### config.mk
export PLATFORM = sky130hd
export DESIGN_NAME = dma_channel_control
export DESIGN_NICKNAME = d
export VERILOG_FILES = /design/src/dma_channel_pkg.sv /design/src/dma_channel_control.sv
export SDC_FILE = /design/constraint.sdc
export NUM_CORES = 1
export LEC_CHECK = 0
export ABC_AREA = 1
export BUFFER_PORTS_ARGS = -buffer_cell sky130_fd_sc_hd__buf_4
export CORE_UTILIZATION = 60
export DETAILED_ROUTE_END_ITERATION = 12
export PLACE_DENSITY_LB_ADDON = 0.15
export REMOVE_ABC_BUFFERS = 1
export SLEW_MARGIN = 20
export SYNTH_ARGS = -nofsm -noshare
export SYNTH_HDL_FRONTEND = slang
export SYNTH_SLANG_ARGS = --single-unit
### constraint.sdc
create_clock -name pclk -period 8.85 [get_ports pclk]
set_input_delay 1.3275 -clock pclk [delete_from_list [all_inputs] [get_ports pclk]]
set_output_delay 1.3275 -clock pclk [all_outputs]
set_load 0.02 [all_outputs]
### src/dma_channel_pkg.sv
package dma_channel_pkg;

  // register byte offsets on apb
  localparam logic [7:0] CTRL_OFS    = 8'h00;  // channel_control
  localparam logic [7:0] SRC_OFS     = 8'h04;  // source address
  localparam logic [7:0] DST_OFS     = 8'h08;  // destination address
  localparam logic [7:0] CNT_OFS     = 8'h0C;  // remaining_count
  localparam logic [7:0] GLOBAL_OFS  = 8'h10;  // global_operation

  // channel_control field positions
  localparam int IND_BIT    = 28;
  localparam int RS_LSB     = 16;
  localparam int SM_LSB     = 12;
  localparam int DM_LSB     = 8;
  localparam int TS_LSB     = 4;
  localparam int BUSMODE_BIT = 3;
  localparam int IRQEN_BIT  = 2;
  localparam int TEND_BIT   = 1;
  localparam int CHEN_BIT   = 0;

  // global_operation field positions
  localparam int AE_BIT     = 2;
  localparam int NMI_BIT    = 1;
  localparam int MEN_BIT    = 0;

  localparam logic [31:0] CTRL_RESET = 32'h0000_0000;
  localparam int          CNT_W      = 24;
  localparam int          NUM_PERIPH = 26;

  // request source codes
  localparam logic [4:0] RS_NONE   = 5'h00;
  localparam logic [4:0] RS_AUTO   = 5'h1F;

  // address step modes
  localparam logic [1:0] STEP_HOLD = 2'h0;
  localparam logic [1:0] STEP_INC  = 2'h1;
  localparam logic [1:0] STEP_DEC  = 2'h2;

  // unit sizes
  localparam logic [1:0] SIZE_BYTE = 2'h0;
  localparam logic [1:0] SIZE_WORD = 2'h1;
  localparam logic [1:0] SIZE_LONG = 2'h2;

  typedef enum logic [1:0] {
    ST_IDLE = 2'b00,
    ST_PTR  = 2'b01,
    ST_READ = 2'b10,
    ST_WRITE = 2'b11
  } xfer_state_t;

  // channel control fields
  typedef struct packed {
    logic       indirect_select;
    logic [4:0] req_src_sel;
    logic [1:0] src_step_mode;
    logic [1:0] dst_step_mode;
    logic [1:0] unit_size;
    logic       bus_mode_select;
    logic       end_irq_enable;
    logic       transfer_end_flag;
    logic       channel_enable;
  } chan_ctrl_t;

  // system bus request toward the bus fabric
  typedef struct packed {
    logic        valid;
    logic        write;
    logic [31:0] addr;
    logic [1:0]  size;
    logic        hold;   // burst: keep the bus between units
  } sysbus_req_t;

  typedef struct packed {
    chan_ctrl_t  ctrl;
    logic [31:0] src_addr;
    logic [31:0] dst_addr;
    logic [CNT_W-1:0] count;
    logic        master_enable;
    logic        nmi_flag;
    logic        addr_error_flag;
    logic        tend_seen;   // flag read as 1 since last write
    logic        ae_seen;
    logic        nmi_seen;
    xfer_state_t state;
    logic [31:0] data;
    logic        req_pend;
    sysbus_req_t bus;
    logic        irq;
    logic [31:0] prdata;
    logic        pready;
    logic        pslverr;
  } chan_state_t;

endpackage : dma_channel_pkg

### src/dma_channel_control.sv
// The implementer's own choices: the placing of the registers and the APB slave port.
`timescale 1ns/100ps
// What this block does
// - request source comes from five-bit field, bits 20 to 16
// - code zero and codes 13,14,16,29,30 give no request
// - codes 1-10 serial tx/rx, 11-12 converters, 15 can receive
// - codes 17-20 capture, 21-28 timer compares, 31 auto-request
// - source mode holds, increments or decrements by unit size
// - indirect mode: channel 3 source holds address of data address
// - indirect source pointer steps by four or zero, any size
// - destination mode holds, increments or decrements by unit size
// - unit size field: byte, word, longword; byte at reset
// - bus mode bit 3: cycle-steal at 0, burst at 1
// - end flag set when count done; interrupt if enabled
// - interrupt enable 0 means no interrupt on completion
// - early stop by nmi, address error or enables leaves flag clear
// - end flag set blocks transfers despite channel enable
// - end flag cleared only by 0 write after 1 read, reset or standby
// - auto-request starts as soon as channel enabled
// - peripheral source starts only on a request after enable
// - clearing channel enable suspends the running transfer
// - enabled only with enable, master enable, no flags
// - indirect select works on channel 3 only, else reads 0
// - count decrements per unit; end at zero
// - address error or nmi flag suspends all transfers
module dma_channel_control
  import dma_channel_pkg::*;
#(
  parameter int CHANNEL = 3
) (
  // apb slave
  input  wire logic             pclk,
  input  wire logic             presetn,
  input  wire logic             psel,
  input  wire logic             penable,
  input  wire logic             pwrite,
  input  wire logic [7:0]       paddr,
  input  wire logic [31:0]      pwdata,
  output logic      [31:0]      prdata,
  output logic                  pready,
  output logic                  pslverr,
  // peripheral requests and system events, asynchronous
  input  wire logic [NUM_PERIPH-1:0] periph_req,
  input  wire logic             nmi_event,
  input  wire logic             standby,
  // system bus master
  output sysbus_req_t           bus_req,
  input  wire logic             bus_done,
  input  wire logic             bus_addr_err,
  input  wire logic [31:0]      bus_rdata,
  output logic      [31:0]      bus_wdata,
  // completion interrupt
  output logic                  end_irq
);

  chan_state_t s_reg, s_next;
  logic [NUM_PERIPH-1:0] preq_m, preq_s;
  logic [1:0] nmi_m, nmi_s, stb_m, stb_s;

  ////////////////////////////////////////////////////////////////
  // decode a request code to a peripheral line index, -1 for none
  function automatic int src_index(input logic [4:0] code);
    if (code >= 5'h01 && code <= 5'h0C) return int'(code) - 1;
    if (code == 5'h0F) return 12;
    if (code >= 5'h11 && code <= 5'h1C) return int'(code) - 4;
    return -1;
  endfunction : src_index

  // address after one step, in bytes of the unit size, for a mode
  function automatic logic [31:0] step_addr(input logic [31:0] a, input logic [1:0] mode,
                                            input logic [1:0] size);
    logic [31:0] d;
    d = (size == SIZE_LONG) ? 32'h4 : (size == SIZE_WORD) ? 32'h2 : 32'h1;
    unique case (mode)
      STEP_INC: return a + d;
      STEP_DEC: return a - d;
      default:  return a;   // hold, prohibited code treated as hold
    endcase
  endfunction : step_addr

  ////////////////////////////////////////////////////////////////
  // two-stage synchronisers for outside inputs
  always_ff @(posedge pclk or negedge presetn) begin
    if (!presetn) begin
      preq_m <= '0;
      preq_s <= '0;
      nmi_m  <= 2'h0;
      nmi_s  <= 2'h0;
      stb_m  <= 2'h0;
      stb_s  <= 2'h0;
    end else begin
      preq_m <= periph_req;
      preq_s <= preq_m;
      // bit 0 of each _m pair is the first flop and bit 1 of each _s pair the
      // second; the spare bits stay 0, and only the second flop feeds the
      // flags, so a first stage caught mid-swing never reaches them
      nmi_m  <= {1'b0, nmi_event};
      nmi_s  <= {nmi_m[0], 1'b0};
      stb_m  <= {1'b0, standby};
      stb_s  <= {stb_m[0], 1'b0};
    end
  end

  ////////////////////////////////////////////////////////////////
  logic wr_acc, rd_acc, xfer_ok, req_now, unit_done, is_auto;
  logic [31:0] ctrl_word;
  int          idx;

  always_comb begin
    s_next   = s_reg;
    wr_acc   = psel && penable && pwrite;
    rd_acc   = psel && penable && !pwrite;
    idx      = src_index(s_reg.ctrl.req_src_sel);
    is_auto  = (s_reg.ctrl.req_src_sel == RS_AUTO);
    unit_done = 1'b0;
    // read view; reserved bits stay zero
    ctrl_word = '0;
    ctrl_word[IND_BIT] = (CHANNEL == 3) ? s_reg.ctrl.indirect_select : 1'b0;
    ctrl_word[RS_LSB+:5]  = s_reg.ctrl.req_src_sel;
    ctrl_word[SM_LSB+:2]  = s_reg.ctrl.src_step_mode;
    ctrl_word[DM_LSB+:2]  = s_reg.ctrl.dst_step_mode;
    ctrl_word[TS_LSB+:2]  = s_reg.ctrl.unit_size;
    ctrl_word[BUSMODE_BIT] = s_reg.ctrl.bus_mode_select;
    ctrl_word[IRQEN_BIT]  = s_reg.ctrl.end_irq_enable;
    ctrl_word[TEND_BIT]   = s_reg.ctrl.transfer_end_flag;
    ctrl_word[CHEN_BIT]   = s_reg.ctrl.channel_enable;
    // transfer-enabled condition
    xfer_ok = s_reg.ctrl.channel_enable && !s_reg.ctrl.transfer_end_flag
              && s_reg.master_enable && !s_reg.nmi_flag
              && !s_reg.addr_error_flag;
    // peripheral request level seen while enabled, latched until served
    if (idx >= 0 && preq_s[idx] && s_reg.ctrl.channel_enable) begin
      s_next.req_pend = 1'b1;
    end
    if (!s_reg.ctrl.channel_enable || idx < 0) begin
      s_next.req_pend = 1'b0;
    end
    req_now = is_auto || s_reg.req_pend;

    // apb response, zero wait states
    s_next.pready  = psel && !penable;
    s_next.pslverr = 1'b0;
    s_next.prdata  = s_reg.prdata;
    if (psel && !penable && !pwrite) begin
      unique case (paddr)
        CTRL_OFS:   s_next.prdata = ctrl_word;
        SRC_OFS:    s_next.prdata = s_reg.src_addr;
        DST_OFS:    s_next.prdata = s_reg.dst_addr;
        CNT_OFS:    s_next.prdata = {8'h00, s_reg.count};
        GLOBAL_OFS: s_next.prdata = {29'h0, s_reg.addr_error_flag, s_reg.nmi_flag,
                                     s_reg.master_enable};
        default:    s_next.prdata = 32'h0;
      endcase
      s_next.pslverr = !(paddr inside {CTRL_OFS, SRC_OFS, DST_OFS, CNT_OFS, GLOBAL_OFS});
    end
    // a read showing a set flag arms its clear
    if (rd_acc && s_reg.pready && paddr == CTRL_OFS && s_reg.ctrl.transfer_end_flag) begin
      s_next.tend_seen = 1'b1;
    end
    if (rd_acc && s_reg.pready && paddr == GLOBAL_OFS) begin
      s_next.ae_seen  = s_reg.addr_error_flag;
      s_next.nmi_seen = s_reg.nmi_flag;
    end
    if (wr_acc && s_reg.pready) begin
      unique case (paddr)
        CTRL_OFS: begin
          s_next.ctrl.indirect_select = (CHANNEL == 3) && pwdata[IND_BIT];
          s_next.ctrl.req_src_sel     = pwdata[RS_LSB+:5];
          s_next.ctrl.src_step_mode   = pwdata[SM_LSB+:2];
          s_next.ctrl.dst_step_mode   = pwdata[DM_LSB+:2];
          s_next.ctrl.unit_size       = pwdata[TS_LSB+:2];
          s_next.ctrl.bus_mode_select = pwdata[BUSMODE_BIT];
          s_next.ctrl.end_irq_enable  = pwdata[IRQEN_BIT];
          s_next.ctrl.channel_enable  = pwdata[CHEN_BIT];
          // only 0 after a read of 1 clears; 1 is ignored
          if (!pwdata[TEND_BIT] && s_reg.tend_seen) begin
            s_next.ctrl.transfer_end_flag = 1'b0;
          end
          s_next.tend_seen = 1'b0;
          // a new setting never inherits a request latched under the old one
          s_next.req_pend = 1'b0;
        end
        SRC_OFS: s_next.src_addr = pwdata;
        DST_OFS: s_next.dst_addr = pwdata;
        CNT_OFS: s_next.count    = pwdata[CNT_W-1:0];
        GLOBAL_OFS: begin
          s_next.master_enable = pwdata[MEN_BIT];
          if (!pwdata[AE_BIT] && s_reg.ae_seen) s_next.addr_error_flag = 1'b0;
          if (!pwdata[NMI_BIT] && s_reg.nmi_seen) s_next.nmi_flag = 1'b0;
          s_next.ae_seen  = 1'b0;
          s_next.nmi_seen = 1'b0;
        end
        default: ;
      endcase
    end
    // hardware sets win over software clears
    if (nmi_s[1]) s_next.nmi_flag = 1'b1;

    ////////////////////////////////////////////////////////////////
    // transfer sequencer: pointer fetch, read, write
    unique case (s_reg.state)
      ST_IDLE: begin
        if (xfer_ok && req_now) begin
          s_next.req_pend = 1'b0;
          s_next.bus.valid = 1'b1;
          s_next.bus.write = 1'b0;
          s_next.bus.hold  = s_reg.ctrl.bus_mode_select;
          if (CHANNEL == 3 && s_reg.ctrl.indirect_select) begin
            s_next.bus.addr = s_reg.src_addr;
            s_next.bus.size = SIZE_LONG;
            s_next.state    = ST_PTR;
          end else begin
            s_next.bus.addr = s_reg.src_addr;
            s_next.bus.size = s_reg.ctrl.unit_size;
            s_next.state    = ST_READ;
          end
        end
      end
      ST_PTR: if (bus_done) begin
        s_next.bus.addr = bus_rdata;
        s_next.bus.size = s_reg.ctrl.unit_size;
        s_next.state    = ST_READ;
      end
      ST_READ: if (bus_done) begin
        s_next.data      = bus_rdata;
        s_next.bus.write = 1'b1;
        s_next.bus.addr  = s_reg.dst_addr;
        s_next.state     = ST_WRITE;
      end
      ST_WRITE: if (bus_done) begin
        unit_done = 1'b1;
        s_next.bus.valid = 1'b0;
        s_next.bus.write = 1'b0;
        s_next.state     = ST_IDLE;
      end
      default: ;
    endcase

    // per-unit bookkeeping after the bus pair
    if (unit_done) begin
      if (CHANNEL == 3 && s_reg.ctrl.indirect_select) begin
        s_next.src_addr = step_addr(s_reg.src_addr, s_reg.ctrl.src_step_mode,
                                    SIZE_LONG);
      end else begin
        s_next.src_addr = step_addr(s_reg.src_addr, s_reg.ctrl.src_step_mode,
                                    s_reg.ctrl.unit_size);
      end
      s_next.dst_addr = step_addr(s_reg.dst_addr, s_reg.ctrl.dst_step_mode,
                                  s_reg.ctrl.unit_size);
      s_next.count = s_reg.count - 1'b1;
      if (s_reg.count == CNT_W'(1)) begin
        s_next.ctrl.transfer_end_flag = 1'b1;
        s_next.irq = s_reg.ctrl.end_irq_enable;
      end
    end

    // address error from the bus
    if (bus_addr_err && s_reg.state != ST_IDLE) s_next.addr_error_flag = 1'b1;

    // early stop drops the unit without touching the end flag
    if (s_reg.state != ST_IDLE && !unit_done &&
        (!xfer_ok || bus_addr_err || nmi_s[1])) begin
      s_next.state     = ST_IDLE;
      s_next.bus.valid = 1'b0;
      s_next.bus.write = 1'b0;
    end

    // interrupt line drops when flag or enable clears
    if (!s_next.ctrl.transfer_end_flag || !s_next.ctrl.end_irq_enable) begin
      s_next.irq = 1'b0;
    end

    // standby clears control state like a power-on reset
    if (stb_s[1]) begin
      s_next.ctrl            = CTRL_RESET[$bits(chan_ctrl_t)-1:0];
      s_next.master_enable   = 1'b0;
      s_next.nmi_flag        = 1'b0;
      s_next.addr_error_flag = 1'b0;
      s_next.state           = ST_IDLE;
      s_next.bus             = '0;
      s_next.irq             = 1'b0;
      s_next.req_pend        = 1'b0;
    end
  end

  ////////////////////////////////////////////////////////////////
  // state register
  always_ff @(posedge pclk or negedge presetn) begin
    if (!presetn) begin
      s_reg <= '0;
    end else begin
      s_reg <= s_next;
    end
  end

  // outputs straight from flops
  assign prdata    = s_reg.prdata;
  assign pready    = s_reg.pready;
  assign pslverr   = s_reg.pslverr;
  assign bus_req   = s_reg.bus;
  assign bus_wdata = s_reg.data;
  assign end_irq   = s_reg.irq;
endmodule : dma_channel_control

==> metrics.md, run 1 <==
| Metric | Value |
|---|---|
| Yosys top cell by area | `dfrtp_1` |
| I/O pin total | `211` |
| Initial Util | `60.8%` |
| Synth cell types | `63` |
| Number of port buffers | `210` |
| Drt drc | `0` |
| CP endpoint kind | `register` |
| NumNets Final | `3041` |
| # diodes | `0` |
| Reg clk slew, reported paths | `0.06 ns` |
| WL final | `65600 um` |
| Total congestion overflow | `0` |
| Antenna viol nets, final | `0` |
| Flop2flop setup slack | `4.44 ns` |
| Via-to-Cell Ratio | `6.13` |
| Fillers | `2865` |
| WL per Instance | `20.0 um` |
| Total track usage | `38.7%` |
| Fmax | `218 MHz` |
| Worst path required time | `9.29 ns` |
| RSZ-0062 raised after global routing | `false` |
| GPL Wtd Cong | `1.04` |
| Top-count cell post-synth | `nand2_1` |
| Cts bufs inserted | `29` |
| Setup Crit Path Kind | `in2reg` |
| Drt first-iter violations | `2507` |
| Post-synth EDFFs | `0` |
| Fin area | `21800 um^2` |
| Sequential area share after synthesis | `34.6%` |
| Num rows | `66` |
| # resized after CTS | `0` |
| Worst-skew pair later-pin latency | `0.58 ns` |
| Fin util | `67.2%` |
| Htree depth | `1` |
| Worst setup margin | `4.27 ns` |
| Largest cells by area after synthesis | `dfrtp_1 (35%), nand2_1 (11%), o21ai_0 (7.2%)` |
| Post-CTS Setup Bufs | `0` |
| Max Cap Violations | `0` |
| Die Height | `183 um` |
| Vias | `20.1k` |
| FF/Latch Area | `6830 um^2` |
| Fin crit share | `51.8%` |
| DP Area | `20900 um^2` |
| Core area | `32500 um^2` |
| Crit path time final | `4.58 ns` |
| Die ar. | `33600 um^2` |
| Clock Skew | `0.0290 ns` |
| Worst slew margin | `32.2%` |
| Largest register FFs | `97` |
| Vias in the first global route | `19.1k` |
| Run status | `finished, final reports clean` |
| Post-CTS Hold Buffers | `0` |
| Clock sinks | `273` |
| Pin count of the biggest net entering global routing | `78` |
| Pins Over Slew Limit | `0` |
| 1st-pass router iterations | `7` |
| Synth cell count leaders | `nand2_1 (564), nor2_1 (291), o21ai_0 (283)` |
| Max rail drop VDD | `172 uV` |
| Crit path launch type | `input port` |
| Synthesized area | `19700 um^2` |
| Share of layout cells above drive strength 1 | `12.6%` |
| Leakage power | `10.8 nW` |
| Post-DP HPWL | `50400 um` |
| Yosys top cell area share | `34.6%` |
| Ys flop type | `dfrtp_1` |
| Synth warn | `0` |
| Max clock buf depth | `3` |
| Synth async-reset ratio | `100%` |
| Multi-input gate area | `10700 um^2` |
| Syn Inst Count | `2753` |
| Mean Syn Cell Area | `7.17 um^2` |
| Place WS | `3.84 ns` |
| Setup violations, final | `0` |
| Final Total Pwr | `3.89 mW` |
| Initial antenna violation count | `2` |
| CTS tree | `yes` |
| Die X-Extent | `183 um` |
| CP Max Fanout | `65` |
| Worst hold path class | `reg2reg` |
| Synth Register Bits | `273` |
| Data arrival time of the critical path | `5.03 ns` |
| Area grow syn2layout | `10.4%` |
| TNS Setup | `0 ns` |
| First-pass GRT wire length | `102000 um` |
| PD cells | `178 nW/um^2` |
| Slew @ Worst Pin | `1.01 ns` |
| Root buf cell | `clkbuf_16` |
| Endpoints failing hold | `0` |
[per-layer routing]
metal | wire length [um] | track usage (%) | vias to the layer above
met3 | 6730 | 6.54 | 173
met1 | 26100 | 51.5 | 9443
li1 | - | - | 9361
met5 | 23 | 0 | -
met2 | 30000 | 63.0 | 1162
met4 | 2750 | 15.3 | 4
[where the power goes]
group / leakage, nW / internal [mW] / switching [mW]
Sequential: 3.52 / 1.43 / 0.132
Clock: 0.463 / 0.714 / 0.510
Combinational: 6.79 / 0.400 / 0.698
Total: 10.8 / 2.55 / 1.34
[path summary, 6_finish.rpt]
kind | end | startpoint | cells after the start
max | s_reg[162] | bus_done | 11
min | preq_s[11] | preq_m[11] | 0
max reg2reg | s_reg[162] | s_reg[105] | 11
min reg2reg | preq_s[11] | preq_m[11] | 0
max in group asynchronous | s_reg[199] | presetn | 3
min in group asynchronous | bus_req[4] | presetn | 1
[layout by cell type (no fill, tap or decap), drive strengths merged, types with 3 or more instances in the layout]
cell type	synthesis	routed
nor2	304	304
nor3	37	37
nor4	7	7
o21bai	7	7
o21a	5	5
a22oi	4	4
ha	107	107
a211oi	3	3
o221ai	14	14
o22ai	23	23
o211ai	6	6
nand2	574	574
xnor2	5	5
clkinv	4	6
xor2	15	15
fa	3	3
a221oi	18	18
a21oi	240	240
a31oi	34	34
clkbuf	44	45
a21o	8	8
dfrtp	273	273
nand4	35	35
a21boi	5	5
o32ai	4	4
nand3	206	206
o21ai	322	322
buf	142	226
inv	281	283
nand3b	8	8
[final cells by class]
cell class	instances	share of cell area, %
Timing Repair Buffer	226	7.82
Inverter	285	4.93
Sequential cell	273	31.3
Tap cell	442	2.54
Clock inverter	6	0.453
Multi-Input combinational cell	2009	49.1
Clock buffer	45	3.88
[logic make-up (layout without fill, tap and decap cells)]
| kind of cell | count (synthesis) | in the layout | share of synthesized area [%] |
|---|---|---|---|
| adder cells (fa/ha/maj) | 110 | 110 | 7.08 |
| AND/OR/NAND/NOR | 1173 | 1173 | 25.8 |
| flip-flops | 273 | 273 | 34.6 |
| AO/OA/AOI/OAI | 705 | 705 | 20.2 |
| buffers and inverters | 471 | 562 | 11.4 |
| XOR/XNOR | 20 | 20 | 0.887 |
| multiplexers | 1 | 1 | 0.0570 |
[worst max-delay path, cell delays in order]
cell and delay [ns]:
buf_4 0.13, nand2_2 0.67, inv_2 0.04, buf_4 0.39
nor2_4 0.63, inv_2 0.28, o21ai_4 0.59, buf_4 0.41
inv_2 0.22, nor2_1 0.19, a21oi_1 0.09
[through the flow]
| step | hold slack (ns) | std cells |
|---|---|---|
| floorplan | 0.331 | 2567 |
| global placement | 0.334 | 3235 |
| detailed placement | 0.335 | 3235 |
| CTS | 0.348 | 3286 |
| global route | 0.353 | 3286 |
| finish | 0.345 | 3286 |
No activity file was read; power rests on OpenSTA's default activity.
==> run 2, diff against run 1 <==
--- a/config.mk
+++ b/config.mk
@@ -5,9 +5,9 @@
 export SDC_FILE = /design/constraint.sdc
 export NUM_CORES = 1
 export LEC_CHECK = 0
-export ABC_AREA = 1
+export ABC_AREA = 0
 export BUFFER_PORTS_ARGS = -buffer_cell sky130_fd_sc_hd__buf_4
-export CORE_UTILIZATION = 60
+export CORE_UTILIZATION = 54
 export DETAILED_ROUTE_END_ITERATION = 12
 export PLACE_DENSITY_LB_ADDON = 0.15
 export REMOVE_ABC_BUFFERS = 1
==> constraint.sdc (replaced) <==
create_clock -name pclk -period 4 [get_ports pclk]
set_input_delay 0.6 -clock pclk [delete_from_list [all_inputs] [get_ports pclk]]
set_output_delay 0.6 -clock pclk [all_outputs]
set_load 0.02 [all_outputs]
==> run 2 against run 1 <==
- register-to-register slack worse by 4.2 ns
- setup slack worse by 4.1 ns
- wire length down 7.6%
- count of clock-buffer cells in the layout fell by 1
- utilization down 4.1 points
- non-clock buffer count grew 51
- via count fell by 19%
- clock power grew 130%
- first-iteration DRC count fell by 37%
- area after synthesis down 8.8%
- die area increased by 1.4%
- final area down 5.4%
- critical path type is now reg2reg
==> metrics.md, run 2 <==
| Metric | Value |
|---|---|
| RSZ-0062 raised after global routing | `false` |
| Slowest cell on crit path | `o311ai_1` |
| Vias in the first global route | `15.9k (-16%)` |
| NumNets Final | `2323 (-24%)` |
| Pins Over Slew Limit | `0 (unchanged)` |
| Most common cell after layout, fill and taps aside | `dfrtp_1` |
| Synth cell types | `89 (+41%)` |
| Via-to-Cell Ratio | `6.38 (+4.2%)` |
| Ys flop type | `dfrtp_1` |
| Clock Skew | `0.0125 ns (-0.0165 ns)` |
| Endpoints failing hold | `0 (unchanged)` |
| Leakage power | `9.60 nW (-11%)` |
| Yosys top cell by area | `dfrtp_1` |
| Slew @ Worst Pin | `1.15 ns (+0.134 ns)` |
| Die Height | `185 um (+0.68%)` |
| Synth warn | `0 (unchanged)` |
| Post-synth EDFFs | `0 (unchanged)` |
| Max Cap Violations | `0 (unchanged)` |
| I/O pin total | `211 (unchanged)` |
| Synth async-reset ratio | `100% (unchanged)` |
| Drt first-iter violations | `1586 (-37%)` |
| Place WS | `0.257 ns (-3.58 ns)` |
| Largest register FFs | `97 (unchanged)` |
| Fin crit share | `95.0%` |
| Post-DP HPWL | `43600 um (-13%)` |
| Share of layout cells above drive strength 1 | `19.0% (+6.4 points)` |
| Worst hold path class | `in2async` |
| Area grow syn2layout | `14.4%` |
| Drt drc | `0 (unchanged)` |
| Final non-filler cell total | `2570 (-22%)` |
| CTS tree | `yes` |
| Initial Util | `55.1% (-5.7 points)` |
| Worst slew margin | `23.4% (-8.8 points)` |
| CP Max Fanout | `5 (-92%)` |
| Cts bufs inserted | `30 (+3.4%)` |
| Worst path required time | `4.50 ns (-4.79 ns)` |
| Max rail drop VDD | `340 uV (+98%)` |
| 1st-pass router iterations | `6 (-1)` |
| Top-count cell post-synth | `dfrtp_1` |
| Crit path launch type | `register` |
| Largest cells by area after synthesis | `dfrtp_1 (38%), ha_1 (7.4%), nand2_1 (4.9%)` |
| Htree depth | `1 (unchanged)` |
| WL per Instance | `23.6 um (+18%)` |
| Core area | `32700 um^2 (+0.76%)` |
| Synth cell count leaders | `dfrtp_1 (273), nand2_1 (234), nor2_1 (173)` |
| WL final | `60600 um (-7.6%)` |
| Reg clk slew, reported paths | `0.06 ns (about the same)` |
| Synthesized area | `18000 um^2 (-8.8%)` |
| Initial antenna violation count | `0 (-2)` |
| Yosys top cell area share | `37.9% (+3.3 points)` |
| Die ar. | `34100 um^2 (+1.4%)` |
| Synth Register Bits | `273 (unchanged)` |
| Data arrival time of the critical path | `4.30 ns (-0.73 ns)` |
| Syn Inst Count | `2000 (-27%)` |
| PD cells | `436 nW/um^2 (+140%)` |
| CP endpoint kind | `register` |
| Die X-Extent | `185 um (+0.68%)` |
| Setup violations, final | `0 (unchanged)` |
| Worst setup margin | `0.200 ns (-4.07 ns)` |
| Vias | `16.4k (-19%)` |
| Post-CTS Hold Buffers | `0 (unchanged)` |
| Sequential area share after synthesis | `37.9% (+3.3 points)` |
| Clock sinks | `273 (unchanged)` |
| CP Cell Sequence | `inv_1 > ha_1 > nand2_1 > o21a_1 > inv_1 > ha_1 > nor2b_1 > o31a_1 > o311ai_1 > o311ai_1 > a211oi_2 > o21ai_0 > and3_1 > o41ai_2 > mux2i_1` |
| Root buf cell | `clkbuf_16` |
| Pin count of the biggest net entering global routing | `99 (+27%)` |
| Mean Syn Cell Area | `9.01 um^2 (+26%)` |
| Number of port buffers | `210 (unchanged)` |
| Total track usage | `35.4% (-3.3 points)` |
| # diodes | `0 (unchanged)` |
| Run status | `finished, final reports clean` |
| Fin util | `63.1% (-4.1 points)` |
| Fmax | `263 MHz` |
| DP Area | `19600 um^2 (-6.1%)` |
| Crit path time final | `3.80 ns` |
| Worst-skew pair later-pin latency | `0.58 ns (about the same)` |
| Num rows | `66 (unchanged)` |
| Setup Crit Path Kind | `reg2reg` |
| Max clock buf depth | `3 (unchanged)` |
| GPL Wtd Cong | `0.967 (-7.3%)` |
| Total congestion overflow | `0 (unchanged)` |
| First-pass GRT wire length | `92000 um (-9.8%)` |
| Crit path largest cell delay | `0.44 ns (-0.23 ns)` |
| Most frequent cells in the layout | `dfrtp_1 (272), buf_4 (271), nand2_1 (233)` |
| Placed insts | `2514 (-22%)` |
| Antenna viol nets, final | `0 (unchanged)` |
| Fin area | `20600 um^2 (-5.4%)` |
## run 2: changes by cell type in the layout (fill, tap and decap cells not counted), moves of 45 or more
cell / previous run / this run
nand3_1: 202 / 33
o31ai_1: 0 / 49
a22oi_1: 4 / 53
mux2_2: 1 / 46
nor2_1: 288 / 172
o21ai_0: 283 / 106
nand2_1: 562 / 233
inv_1: 256 / 42
a21oi_1: 239 / 135
buf_4: 225 / 271
## run 2: layer usage
layer / vias up / GRT usage, % / wire, um
met3: 138 / 7.05 / 5480
met5: - / 0 / 0
met1: 7975 / 46.5 / 25000
met2: 795 / 57.9 / 27900
met4: 0 / 12.7 / 2160
li1: 7501 / - / -
## run 2: cell families after synthesis
logic type               Yosys count  synth area share (%)
AND/OR/NAND/NOR                  588                  14.7
adder cells (fa/ha/maj)          110                  7.76
multiplexers                      74                  4.46
buffers and inverters            246                  7.28
AO/OA/AOI/OAI                    644                  24.7
XOR/XNOR                          65                  3.16
flip-flops                       273                  37.9
## run 2: stage by stage
step           TNS, ns  total power [mW]  hold slack [ns]
2_1_floorplan   -41.46              4.97            0.304
3_3_place_gp         0              6.07            0.334
3_5_place_dp         0              6.12            0.335
4_1_cts              0              8.97            0.111
5_1_grt              0              9.36            0.115
6_report             0              8.99           0.0892
## run 2: final cells by class
cell class	instances	area [um^2]
repair buffers	277	2150
multi-input cells	1481	9920
flip-flops and latches	273	6830
fillers	2847	12100
clock buffers	44	863
well taps	442	553
inverters	43	165
clock inverters	10	140
## run 2: where the power goes
group / switching [mW] / total [mW] / leakage (nW) / internal [mW]
Combinational: 1.51 / 2.53 / 5.57 / 1.02
Sequential: 0.455 / 3.60 / 3.54 / 3.14
Clock: 1.18 / 2.86 / 0.496 / 1.68
## run 2: worst paths after layout
kind / depth (start not counted) / end / from / slack [ns]
max: 15 / s_reg[200] / ctrl_word[4] / 0.20
min: 1 / bus_wdata[4] / presetn / 0.09
max reg2reg: 15 / s_reg[200] / ctrl_word[4] / 0.20
min reg2reg: 0 / preq_s[23] / preq_m[23] / 0.35
max in group asynchronous: 2 / bus_wdata[26] / presetn / 3.06
min in group pclk: 1 / preq_m[10] / periph_req[10] / 0.12
## run 2: repair_timing
item,in CTS,in global routing
setup buffers,0,2
setup endpoints to repair,0,4
gates resized for setup,0,2
## run 2: critical path: cells and delay by family, from the launching register on
kind | cells | cell delay (ns)
buf+inv | 2 | 0.13
flops | 1 | 0.42
compound gates | 7 | 2.01
fa+ha+maj | 2 | 0.51
simple gates | 3 | 0.45
mux | 1 | 0.22
